==> src/inc/tai_cfg_pkg.sv <==
// Register map, field layout and timing constants of the transceiver configuration block.
package tai_cfg_pkg;

	// Register indices; the bus byte address is four times the index.
	localparam logic [5:0] RECV_CFG_IDX  = 6'h03;
	localparam logic [5:0] DWELL_IDX     = 6'h04;
	localparam logic [5:0] RAMP_GAPS_IDX = 6'h05;
	localparam logic [5:0] CONTROL_IDX   = 6'h08;
	localparam logic [5:0] STATUS_IDX    = 6'h09;

	// Receive configuration fields.
	localparam int LOOPBACK_BIT  = 7;
	localparam int BIT_ORDER_BIT = 6;
	localparam int BIAS_RM_BIT   = 5;
	localparam int RX_INVERT_BIT = 4;
	localparam int HDR_LEN_MSB   = 3;
	localparam int HDR_LEN_LSB   = 0;

	// Antenna dwell timer fields.
	localparam int DIV_EN_BIT    = 7;
	localparam int DWELL_RSV_BIT = 6;
	localparam int DWELL_MSB     = 5;
	localparam int DWELL_LSB     = 0;

	// Ramp-up gap fields.
	localparam int GAP1_MSB = 7;
	localparam int GAP1_LSB = 4;
	localparam int GAP2_MSB = 3;
	localparam int GAP2_LSB = 0;

	// Control register fields.
	localparam int CLK_RANGE_BIT = 0;
	localparam int SW_ANT_BIT    = 1;
	localparam int SW_LOAD_BIT   = 2;

	// Status register fields.
	localparam int ST_ANT_BIT     = 0;
	localparam int ST_STROBE1_BIT = 1;
	localparam int ST_STROBE2_BIT = 2;
	localparam int ST_STROBE3_BIT = 3;
	localparam int ST_RX_CALC_BIT = 4;
	localparam int ST_TX_CALC_BIT = 5;
	localparam int ST_MEAS_BIT    = 6;

	// Reset values.
	localparam logic [7:0] RECV_CFG_RST  = 8'h00;
	localparam logic [7:0] DWELL_RST     = 8'h00;
	localparam logic [7:0] RAMP_GAPS_RST = 8'h00;
	localparam logic [7:0] CONTROL_RST   = 8'h00;

	// Timing step in input clock periods for each clock range.
	localparam logic [5:0] STEP_CLKS_LOW  = 6'h14;
	localparam logic [5:0] STEP_CLKS_HIGH = 6'h28;

	// Index of the last bit in one serial byte.
	localparam logic [2:0] LAST_BIT = 3'h7;

	typedef enum logic [1:0] {RAMP_IDLE, RAMP_GAP1, RAMP_GAP2, RAMP_ON} ramp_state_t;

endpackage

==> src/rtl/tai_rx_antenna_txramp_config.sv <==
// Receive path, antenna dwell and transmit ramp-up configuration with its datapath.
//
// Our own choice: the Avalon-MM interface to the registers.
`timescale 1ns/1ps

module tai_rx_antenna_txramp_config
(
	// Clock and reset.
	input  wire logic        clk,
	input  wire logic        nrst,
	// Avalon-MM register slave.
	input  wire logic [7:0]  address,
	input  wire logic        read,
	input  wire logic        write,
	input  wire logic [31:0] writedata,
	output logic      [31:0] readdata,
	output logic             waitrequest,
	// Receive serial side.
	input  wire logic        rx_serial_bit,
	input  wire logic        rx_bit_valid,
	input  wire logic        rx_sof_detect,
	output logic             rx_medium_bit,
	output logic             rx_medium_valid,
	output logic      [7:0]  rx_byte,
	output logic             rx_byte_valid,
	output logic             rx_calc_enable,
	output logic             rx_bias_strip,
	// Transmit serial side.
	input  wire logic [7:0]  tx_byte,
	input  wire logic        tx_byte_load,
	input  wire logic        tx_bit_tick,
	input  wire logic        tx_sof_sent,
	output logic             tx_serial_bit,
	output logic             tx_calc_enable,
	// Antenna diversity.
	input  wire logic [7:0]  rssi,
	input  wire logic        ant_search,
	output logic             antenna_select,
	output logic             dwell_sample,
	// Transmit ramp-up strobes, active low.
	input  wire logic        tx_ramp_start,
	input  wire logic        tx_ramp_end,
	output logic             tx_strobe_first_n,
	output logic             tx_strobe_second_n,
	output logic             tx_strobe_third_n
);
	import tai_cfg_pkg::*;

	logic [7:0]  recv_cfg_reg;
	logic [7:0]  dwell_reg;
	logic [7:0]  ramp_gaps_reg;
	logic        clock_range_reg;
	logic        sw_ant_reg;
	logic        waitrequest_reg;
	logic [31:0] readdata_reg;
	logic        wr_take;
	logic [7:0]  status_val;

	// Maps a byte address to a register index, or to all ones when unaligned.
	function automatic logic [5:0] reg_index(input logic [7:0] addr);
		reg_index = (addr[1:0] == 2'b00) ? addr[7:2] : 6'h3f;
	endfunction

	assign waitrequest = waitrequest_reg;
	assign readdata    = readdata_reg;
	assign wr_take     = write && !waitrequest_reg;

	// Each request is answered one cycle after it is raised.
	always_ff @(posedge clk or negedge nrst)
	begin
		if (!nrst)
		begin
			waitrequest_reg <= 1'b1;
		end
		else
		begin
			waitrequest_reg <= !((read || write) && waitrequest_reg);
		end
	end

	// Read data are captured at the edge that ends the wait.
	always_ff @(posedge clk or negedge nrst)
	begin
		if (!nrst)
		begin
			readdata_reg <= 32'h0000_0000;
		end
		else if (read && waitrequest_reg)
		begin
			unique case (reg_index(address))
				RECV_CFG_IDX:  readdata_reg <= {24'h00_0000, recv_cfg_reg};
				DWELL_IDX:     readdata_reg <= {24'h00_0000, dwell_reg};
				RAMP_GAPS_IDX: readdata_reg <= {24'h00_0000, ramp_gaps_reg};
				CONTROL_IDX:   readdata_reg <= {30'h0000_0000, sw_ant_reg, clock_range_reg};
				STATUS_IDX:    readdata_reg <= {24'h00_0000, status_val};
				default:       readdata_reg <= 32'h0000_0000;
			endcase
		end
	end

	// Configuration registers take write data at the edge after the wait ends, while waitrequest is low.
	always_ff @(posedge clk or negedge nrst)
	begin
		if (!nrst)
		begin
			recv_cfg_reg    <= RECV_CFG_RST;
			dwell_reg       <= DWELL_RST;
			ramp_gaps_reg   <= RAMP_GAPS_RST;
			clock_range_reg <= CONTROL_RST[CLK_RANGE_BIT];
			sw_ant_reg      <= CONTROL_RST[SW_ANT_BIT];
		end
		else if (wr_take)
		begin
			if (reg_index(address) == RECV_CFG_IDX)
				recv_cfg_reg <= writedata[7:0];
			if (reg_index(address) == DWELL_IDX)
				dwell_reg <= {writedata[DIV_EN_BIT], 1'b0, writedata[DWELL_MSB:DWELL_LSB]};
			if (reg_index(address) == RAMP_GAPS_IDX)
				ramp_gaps_reg <= writedata[7:0];
			if (reg_index(address) == CONTROL_IDX)
			begin
				clock_range_reg <= writedata[CLK_RANGE_BIT];
				if (writedata[SW_LOAD_BIT])
					sw_ant_reg <= writedata[SW_ANT_BIT];
			end
		end
	end

	// Receive input selection, inversion and loopback.
	logic       loop_en;
	logic       bit_msb_first;
	logic [3:0] hdr_len;
	logic       tx_bit_valid_reg;
	logic       tx_serial_reg;
	logic       rx_medium_reg;
	logic       rx_medium_v_reg;

	assign loop_en       = recv_cfg_reg[LOOPBACK_BIT];
	assign bit_msb_first = recv_cfg_reg[BIT_ORDER_BIT];
	assign hdr_len       = recv_cfg_reg[HDR_LEN_MSB:HDR_LEN_LSB];

	always_ff @(posedge clk or negedge nrst)
	begin
		if (!nrst)
		begin
			rx_medium_reg   <= 1'b0;
			rx_medium_v_reg <= 1'b0;
		end
		else if (loop_en)
		begin
			rx_medium_reg   <= tx_serial_reg;
			rx_medium_v_reg <= tx_bit_valid_reg;
		end
		else
		begin
			rx_medium_reg   <= rx_serial_bit ^ recv_cfg_reg[RX_INVERT_BIT];
			rx_medium_v_reg <= rx_bit_valid;
		end
	end

	// Frame start detection downstream sees this stream before any byte reordering.
	assign rx_medium_bit   = rx_medium_reg;
	assign rx_medium_valid = rx_medium_v_reg;

	// Receive serial-to-parallel conversion.
	logic [7:0] rx_shift_reg;
	logic [2:0] rx_bit_cnt_reg;
	logic [7:0] rx_byte_reg;
	logic       rx_byte_v_reg;

	always_ff @(posedge clk or negedge nrst)
	begin
		if (!nrst)
		begin
			rx_shift_reg   <= 8'h00;
			rx_bit_cnt_reg <= 3'd0;
			rx_byte_reg    <= 8'h00;
			rx_byte_v_reg  <= 1'b0;
		end
		else
		begin
			rx_byte_v_reg <= 1'b0;
			if (rx_sof_detect)
			begin
				rx_bit_cnt_reg <= 3'd0;
			end
			else if (rx_medium_v_reg)
			begin
				if (bit_msb_first)
					rx_shift_reg <= {rx_shift_reg[6:0], rx_medium_reg};
				else
					rx_shift_reg <= {rx_medium_reg, rx_shift_reg[7:1]};
				rx_bit_cnt_reg <= rx_bit_cnt_reg + 3'd1;
				if (rx_bit_cnt_reg == LAST_BIT)
				begin
					rx_byte_v_reg <= 1'b1;
					rx_byte_reg   <= bit_msb_first ? {rx_shift_reg[6:0], rx_medium_reg}
						: {rx_medium_reg, rx_shift_reg[7:1]};
				end
			end
		end
	end

	assign rx_byte       = rx_byte_reg;
	assign rx_byte_valid = rx_byte_v_reg;

	// Transmit parallel-to-serial conversion.
	logic [7:0] tx_shift_reg;
	logic [2:0] tx_bit_cnt_reg;
	logic       tx_full_reg;
	logic       tx_byte_done;

	assign tx_byte_done = tx_bit_tick && tx_full_reg && (tx_bit_cnt_reg == LAST_BIT);

	always_ff @(posedge clk or negedge nrst)
	begin
		if (!nrst)
		begin
			tx_shift_reg     <= 8'h00;
			tx_bit_cnt_reg   <= 3'd0;
			tx_full_reg      <= 1'b0;
			tx_serial_reg    <= 1'b0;
			tx_bit_valid_reg <= 1'b0;
		end
		else
		begin
			tx_bit_valid_reg <= tx_bit_tick && tx_full_reg;
			if (tx_byte_load)
			begin
				tx_shift_reg   <= tx_byte;
				tx_bit_cnt_reg <= 3'd0;
				tx_full_reg    <= 1'b1;
			end
			else if (tx_bit_tick && tx_full_reg)
			begin
				tx_serial_reg  <= bit_msb_first ? tx_shift_reg[7] : tx_shift_reg[0];
				tx_shift_reg   <= bit_msb_first ? {tx_shift_reg[6:0], 1'b0}
					: {1'b0, tx_shift_reg[7:1]};
				tx_bit_cnt_reg <= tx_bit_cnt_reg + 3'd1;
				if (tx_bit_cnt_reg == LAST_BIT)
					tx_full_reg <= 1'b0;
			end
		end
	end

	assign tx_serial_bit = tx_serial_reg;

	// Header byte counting for the receive (0) and transmit (1) paths.
	logic [1:0] hdr_start;
	logic [1:0] hdr_byte;
	logic [1:0] calc_reg;
	logic [3:0] hdr_cnt_reg [2];

	assign hdr_start = {tx_sof_sent, rx_sof_detect};
	assign hdr_byte  = {tx_byte_done, rx_byte_v_reg};

	generate
		for (genvar p = 0; p < 2; p++)
		begin : g_hdr
			always_ff @(posedge clk or negedge nrst)
			begin
				if (!nrst)
				begin
					hdr_cnt_reg[p] <= 4'h0;
					calc_reg[p]    <= 1'b0;
				end
				else if (hdr_start[p])
				begin
					hdr_cnt_reg[p] <= 4'h0;
					calc_reg[p]    <= (hdr_len == 4'h0);
				end
				else if (hdr_byte[p] && !calc_reg[p])
				begin
					hdr_cnt_reg[p] <= hdr_cnt_reg[p] + 4'h1;
					calc_reg[p]    <= (hdr_cnt_reg[p] + 4'h1 == hdr_len);
				end
			end
		end
	endgenerate

	assign rx_calc_enable = calc_reg[0];
	assign tx_calc_enable = calc_reg[1];

	// Bias decoding runs only on bytes past the header and only when enabled.
	logic bias_strip_reg;

	always_ff @(posedge clk or negedge nrst)
	begin
		if (!nrst)
			bias_strip_reg <= 1'b0;
		else
			bias_strip_reg <= recv_cfg_reg[BIAS_RM_BIT] && calc_reg[0];
	end

	assign rx_bias_strip = bias_strip_reg;

	// Antenna dwell measurement and selection.
	logic       dwell_on;
	logic       dwell_done;
	logic       search_d_reg;
	logic       meas_ant_reg;
	logic       best_ant_reg;
	logic [7:0] rssi_a_reg;
	logic [7:0] rssi_b_reg;
	logic       dwell_sample_reg;
	logic       antenna_reg;

	assign dwell_on = ant_search && (dwell_reg[DWELL_MSB:DWELL_LSB] != 6'h00);

	step_timer u_dwell_timer
	(
		.clk         (clk),
		.nrst        (nrst),
		.start       ((ant_search && !search_d_reg) || dwell_done),
		.enable      (dwell_on),
		.clock_range (clock_range_reg),
		.steps       (dwell_reg[DWELL_MSB:DWELL_LSB]),
		.done        (dwell_done)
	);

	// Dwell periods run whatever the diversity enable says.
	always_ff @(posedge clk or negedge nrst)
	begin
		if (!nrst)
		begin
			search_d_reg     <= 1'b0;
			meas_ant_reg     <= 1'b0;
			best_ant_reg     <= 1'b0;
			rssi_a_reg       <= 8'h00;
			rssi_b_reg       <= 8'h00;
			dwell_sample_reg <= 1'b0;
		end
		else
		begin
			search_d_reg     <= ant_search;
			dwell_sample_reg <= dwell_done;
			if (dwell_done)
			begin
				meas_ant_reg <= !meas_ant_reg;
				if (meas_ant_reg)
					rssi_b_reg <= rssi;
				else
					rssi_a_reg <= rssi;
			end
			if (search_d_reg && !ant_search)
				best_ant_reg <= (rssi_b_reg > rssi_a_reg);
		end
	end

	always_ff @(posedge clk or negedge nrst)
	begin
		if (!nrst)
			antenna_reg <= 1'b0;
		else if (!dwell_reg[DIV_EN_BIT])
			antenna_reg <= sw_ant_reg;
		else
			antenna_reg <= dwell_on ? meas_ant_reg : best_ant_reg;
	end

	assign antenna_select = antenna_reg;
	assign dwell_sample   = dwell_sample_reg;

	// Transmit ramp-up strobe sequencing.
	ramp_state_t ramp_state_reg;
	logic        ramp_done;
	logic        strobe1_n_reg;
	logic        strobe2_n_reg;
	logic        strobe3_n_reg;
	logic [3:0]  gap1;
	logic [3:0]  gap2;
	logic [3:0]  ramp_steps;

	assign gap1 = ramp_gaps_reg[GAP1_MSB:GAP1_LSB];
	assign gap2 = ramp_gaps_reg[GAP2_MSB:GAP2_LSB];

	// The first gap is timed only from idle with a nonzero first gap and while in it.
	assign ramp_steps = ((ramp_state_reg == RAMP_IDLE && gap1 != 4'h0)
		|| ramp_state_reg == RAMP_GAP1) ? gap1 : gap2;

	step_timer u_ramp_timer
	(
		.clk         (clk),
		.nrst        (nrst),
		.start       ((ramp_state_reg == RAMP_IDLE && tx_ramp_start)
			|| (ramp_state_reg == RAMP_GAP1 && ramp_done)),
		.enable      (!tx_ramp_end),
		.clock_range (clock_range_reg),
		.steps       ({2'b00, ramp_steps}),
		.done        (ramp_done)
	);

	always_ff @(posedge clk or negedge nrst)
	begin
		if (!nrst)
		begin
			ramp_state_reg <= RAMP_IDLE;
			strobe1_n_reg  <= 1'b1;
			strobe2_n_reg  <= 1'b1;
			strobe3_n_reg  <= 1'b1;
		end
		else if (tx_ramp_end)
		begin
			ramp_state_reg <= RAMP_IDLE;
			strobe1_n_reg  <= 1'b1;
			strobe2_n_reg  <= 1'b1;
			strobe3_n_reg  <= 1'b1;
		end
		else
		begin
			unique case (ramp_state_reg)
				RAMP_IDLE:
					if (tx_ramp_start)
					begin
						strobe1_n_reg <= 1'b0;
						if (gap1 == 4'h0 && gap2 == 4'h0)
						begin
							strobe2_n_reg  <= 1'b0;
							strobe3_n_reg  <= 1'b0;
							ramp_state_reg <= RAMP_ON;
						end
						else if (gap1 == 4'h0)
						begin
							strobe2_n_reg  <= 1'b0;
							ramp_state_reg <= RAMP_GAP2;
						end
						else
						begin
							ramp_state_reg <= RAMP_GAP1;
						end
					end
				RAMP_GAP1:
					if (ramp_done)
					begin
						strobe2_n_reg  <= 1'b0;
						if (gap2 == 4'h0)
						begin
							strobe3_n_reg  <= 1'b0;
							ramp_state_reg <= RAMP_ON;
						end
						else
						begin
							ramp_state_reg <= RAMP_GAP2;
						end
					end
				RAMP_GAP2:
					if (ramp_done)
					begin
						strobe3_n_reg  <= 1'b0;
						ramp_state_reg <= RAMP_ON;
					end
				RAMP_ON:
					ramp_state_reg <= RAMP_ON;
			endcase
		end
	end

	assign tx_strobe_first_n  = strobe1_n_reg;
	assign tx_strobe_second_n = strobe2_n_reg;
	assign tx_strobe_third_n  = strobe3_n_reg;

	assign status_val = {1'b0, meas_ant_reg, calc_reg[1], calc_reg[0],
		!strobe3_n_reg, !strobe2_n_reg, !strobe1_n_reg, antenna_reg};
endmodule

==> src/rtl/step_timer.sv <==
// Counts a number of 20- or 40-clock timing steps after a start pulse.
`timescale 1ns/1ps
module step_timer
(
	// Clock and reset.
	input  wire logic       clk,
	input  wire logic       nrst,
	// Control.
	input  wire logic       start,
	input  wire logic       enable,
	input  wire logic       clock_range,
	input  wire logic [5:0] steps,
	// Result.
	output logic            done
);
	import tai_cfg_pkg::*;

	logic [5:0] unit_cnt_reg;
	logic [5:0] step_cnt_reg;
	logic       active_reg;
	logic [5:0] unit_last;

	assign unit_last = (clock_range ? STEP_CLKS_HIGH : STEP_CLKS_LOW) - 6'h01;
	assign done = active_reg && enable && (unit_cnt_reg == unit_last)
		&& (step_cnt_reg == steps - 6'h01);

	// Step counting restarts from zero on every start pulse taken while enabled.
	always_ff @(posedge clk or negedge nrst)
	begin
		if (!nrst)
		begin
			unit_cnt_reg <= 6'h00;
			step_cnt_reg <= 6'h00;
			active_reg   <= 1'b0;
		end
		else if (!enable)
		begin
			active_reg <= 1'b0;
		end
		else if (start)
		begin
			unit_cnt_reg <= 6'h00;
			step_cnt_reg <= 6'h00;
			active_reg   <= (steps != 6'h00);
		end
		else if (active_reg)
		begin
			if (unit_cnt_reg == unit_last)
			begin
				unit_cnt_reg <= 6'h00;
				step_cnt_reg <= step_cnt_reg + 6'h01;
				if (step_cnt_reg == steps - 6'h01)
				begin
					active_reg <= 1'b0;
				end
			end
			else
			begin
				unit_cnt_reg <= unit_cnt_reg + 6'h01;
			end
		end
	end

endmodule

==> config.mk <==
export PLATFORM = sky130hd
export DESIGN_NAME = tai_rx_antenna_txramp_config
export DESIGN_NICKNAME = d
export VERILOG_FILES = /design/src/inc/tai_cfg_pkg.sv /design/src/rtl/tai_rx_antenna_txramp_config.sv /design/src/rtl/step_timer.sv
export SDC_FILE = /design/constraint.sdc
export NUM_CORES = 1
export LEC_CHECK = 0
export ABC_AREA = 1
export CAP_MARGIN = 20
export CORE_ASPECT_RATIO = 0.9
export CORE_MARGIN = 2
export CORE_UTILIZATION = 62
export DETAILED_ROUTE_END_ITERATION = 7
export DONT_BUFFER_PORTS = 1
export PLACE_DENSITY = 0.83
export SLEW_MARGIN = 10
export SYNTH_ARGS = -nofsm -noshare
export SYNTH_HDL_FRONTEND = slang
export SYNTH_HIERARCHICAL = 1
export SYNTH_SLANG_ARGS = --single-unit
==> constraint.sdc <==
create_clock -name clk -period 4.18 [get_ports clk]
set_input_delay 0.627 -clock clk [delete_from_list [all_inputs] [get_ports clk]]
set_output_delay 0.627 -clock clk [all_outputs]
set_load 0.03 [all_outputs]
==> summary by stage <==
Outcome
The run finished with clean final reports.

Detailed routing
The number of vias in the routed layout is roughly 6200. The sum of routed wire length over all layers is between 15000 and 20000 um. The detailed-router iteration count before antenna repair is 6. Using the TritonRoute via totals, the vias-per-cell ratio works out to approximately 5.3. The post-route DRC violation count is 0. The number of violations reported at the end of detailed-routing iteration 0 is between 500 and 600. The count of nets left with antenna violations once routing finished came out at 0. The average detailed-routed wire length per instance is 13.9 um.

Final layout
The repair_antennas step left the layout with diodes totalling 0. The fraction of final layout cells sized beyond drive strength 1 is a little over a tenth. The synthesis-to-layout area growth is 9.01%.

The final layout contains approximately 1100 nets. For this run, the share of the core covered by cells in the final layout is between 60% and 70%.

Power and ir drop
The design draws between 3 and 4 mW. The net switching share of the total power is just over 30%. The share of total power in the clock network is 40.3%. The internal power of the cells totals 2.60 mW. Summed over all cells, the static leakage comes to around 4.3 nW. In this run the power spent charging and discharging nets is roughly 1.2 mW. Combinational cells account for about a fifth of the total power. The peak supply drop is 0.321 mV. In this run the power density over the cells is ~450 nW/um2. Sequential cells burn between 40% and 50% of the power.

STA
The highest attainable clock frequency is about 280 MHz. In the final timing run, aggregate negative setup slack is 0 ns. The final number of hold-violating endpoints is 0. Hold is met by 0.0451 ns. The final critical path takes up 86.6% of the cycle.

The count of pins over their slew limit is 0. Across the routed clock network, the largest skew measured is ~0.01 ns. The worst-margin pin slew is 0.833 ns.

The worst slew slack as a fraction of its limit is 44.5%. The number of setup violations in the final report is 0. Counting I/O delays and the setup requirement, the final critical path takes between 3 and 4 ns.

Setup repair after global routing left no endpoint under its margin.

Critical path
The kind of start point of the critical path is a flip-flop. The category of the worst setup path capture point is a flip-flop. The endpoint arrival time on the critical path is ~3.9 ns. The critical path class is reg -> reg. At the worst endpoint, the required time is ~4.5 ns. Along the worst path, the maximum fanout reaches 9.

Die
The x dimension of the die is approximately 120 um. The floorplan step defined a core boundary enclosing 12000 um2. The top-level I/O count is between 100 and 150. After floorplanning, the core was divided into 38 placement rows.

The area enclosed by the die boundary is ~13000 um2. The die outline height is about 110 um. The initial core utilization is 63.6%.

Placed design
During placement, the flow inserted port buffers numbering 0. Routability-driven placement finished with a final weighted congestion of around 0.9. The HPWL after detailed placement is 11100 um.

CTS
The clock-pin slew reported for the worst setup and hold paths after clock tree synthesis is 0.06 ns. The number of setup buffers added after CTS is 0. The H-tree was split into 4 levels. At the later pin of the worst-skew pair, clock insertion delay measures between 0.4 and 0.5 ns. The CTS sink count is 133. TritonCTS built the clock tree. Counting along the longest clock path gives a buffer depth of 2. The number of buffers created by CTS is 17. The library cell used as clock root buffer is clkbuf_16.

Synthesis
The register bit total from synthesis is between 100 and 150. Yosys mapped the design onto 44 distinct sky130hd cell types. The main flop type after synthesis is dfrtp_1. In the post-synthesis netlist, the biggest area contributors are dfrtp_1, nand2_1, inv_1, o21ai_0, ha_1. After synthesis, the mean cell area works out to roughly 7.9 um2.

The share of the Yosys chip area taken by registers is between 40% and 50%. The Yosys step of the flow raised 6 warnings. The cell count after synthesis is between 900 and 1000.

The netlist area before placement is about 7600 um2. Ranked by instance count, the synthesized netlist is headed by nand2_1, inv_1, dfrtp_1. nand2_1 is the most common cell in the netlist. Counting flops with a built-in enable in the synthesized netlist gives 0. The share of Yosys cell area claimed by the top area cell type is a little over two fifths. After synthesis, the share of flip-flops with an asynchronous set or reset is 100%. Of all cell types, the one taking the most synthesized area is dfrtp_1.

GRT
The number of antenna violations at the first check in global routing is 0. The largest net degree at the start of global routing is 130. The wire length of the first global-routing pass is between 20000 and 30000 um. The via count of the first global-routing pass is 5609. Global routing used between 20% and 30% of the available tracks. The global-route congestion overflow total is 0.

Min path
The min-delay analysis places its worst path in the category in -> async.

Flow run
The max capacitance violation total is 0.
power groups by stage:
| stage | Sequential, mW | Clock [mW] | Combinational, mW |
|---|---|---|---|
| after floorplan | 1.53 | 0 | 0.565 |
| after global placement | 1.55 | 0 | 0.637 |
| after detailed placement | 1.56 | 0 | 0.660 |
| after CTS | 1.54 | 1.54 | 0.704 |
| after global routing | 1.55 | 1.59 | 0.812 |
| final | 1.54 | 1.51 | 0.703 |
critical path, stage by stage (launching register included):
cell	delay (ns)
dfrtp_1	0.38
inv_1	0.09
ha_1	0.28
nand2_1	0.11
nand2_1	0.14
o21ai_0	0.33
inv_1	0.17
ha_1	0.33
inv_1	0.04
nand2_1	0.04
nand2_1	0.05
nor2_1	0.09
nand3_1	0.07
nor2_1	0.14
nand2_1	0.08
nor2_1	0.09
inv_1	0.07
o21ai_0	0.16
buf_4	0.18
o21ai_2	0.11
inv_4	0.13
nand2_1	0.07
nor2_1	0.17
nand3_1	0.09
nand2_1	0.07
nor2_1	0.04
cell usage in the layout (no fill, tap or decap), types with 3 or more instances in the layout:
master,Yosys,final
o211ai_1,6,6
nand3b_1,4,4
nand4_1,12,12
nor2_1,69,69
o22ai_1,3,3
xor2_1,19,19
dfstp_2,4,4
nand2_2,3,3
nand2_1,261,261
ha_1,26,26
clkinv_2,0,5
nand3_1,65,65
clkbuf_16,0,17
clkinv_4,0,3
nor3_1,8,8
nor2_8,4,4
o21ai_1,9,9
o21ai_2,22,22
dfrtp_1,129,129
o21ai_0,75,75
a22o_1,4,4
inv_1,138,138
a21oi_1,19,19
nand2_4,7,7
inv_2,3,3
conb_1,1,32
nor2_2,5,5
mux2_2,9,9
bufinv_16,0,3
layer usage:
layer  part of all wire (%)  track usage, %  vias to the layer above
li1                       -               -                     3072
met1                     44            34.3                     2860
met2                     46            40.4                      195
met3                    7.1            7.26                       32
met4                    2.2            10.0                        0
met5                      0               0                        -
cells by family (layout without fill, tap and decap cells):
logic type / count (synthesis) / in the layout / share of synthesized area [%]
and+or+nand+nor: 445 / 445 / 26.0
AOI/OAI and AO/OA: 145 / 145 / 11.3
buffers and inverters: 186 / 181 / 11.0
adders and majority gates: 26 / 26 / 4.25
DFF: 133 / 133 / 43.6
muxes: 10 / 10 / 1.46
other: 1 / 32 / 0.0490
xor gates and xnor gates: 21 / 21 / 2.40
area by class of cell:
class | count | area [um2]
Multi-Input combinational cell | 679 | 3590
Tap cell | 160 | 200
Fill cell | 976 | 3690
Timing Repair Buffer | 2 | 35.0
Sequential cell | 133 | 3330
Clock buffer | 19 | 453
Clock inverter | 13 | 156
Inverter | 147 | 567
repair_timing:
action | in CTS | in global routing
gates resized for setup | 0 | 0
hold buffers | 1 | 0
endpoints found under the hold margin | 129 | 0
path summary, 6_finish.rpt:
kind	cells after the start	slack (ns)	from	endpoint
setup / recovery	25	0.56	ramp_state_reg[0]	u_ramp_timer/unit_cnt_reg[5]
hold / removal	0	0.05	nrst	tx_strobe_second_n
setup reg to reg	25	0.56	ramp_state_reg[0]	u_ramp_timer/unit_cnt_reg[5]
hold reg to reg	2	0.47	tx_full_reg	tx_full_reg
max in group asynchronous	1	3.52	nrst	u_ramp_timer/unit_cnt_reg[4]
min in group clk	0	0.23	ant_search	search_d_reg
per-stage QoR:
step	instances	setup slack [ns]	cell area, um2
6_report	1153	0.560	8340
4_1_cts	1153	0.557	8340
3_5_place_dp	1120	0.618	7700
3_3_place_gp	1120	0.712	7700
5_1_grt	1153	0.0885	8340
2_1_floorplan	998	0.840	7760
No activity file was read; power rests on OpenSTA's default activity.
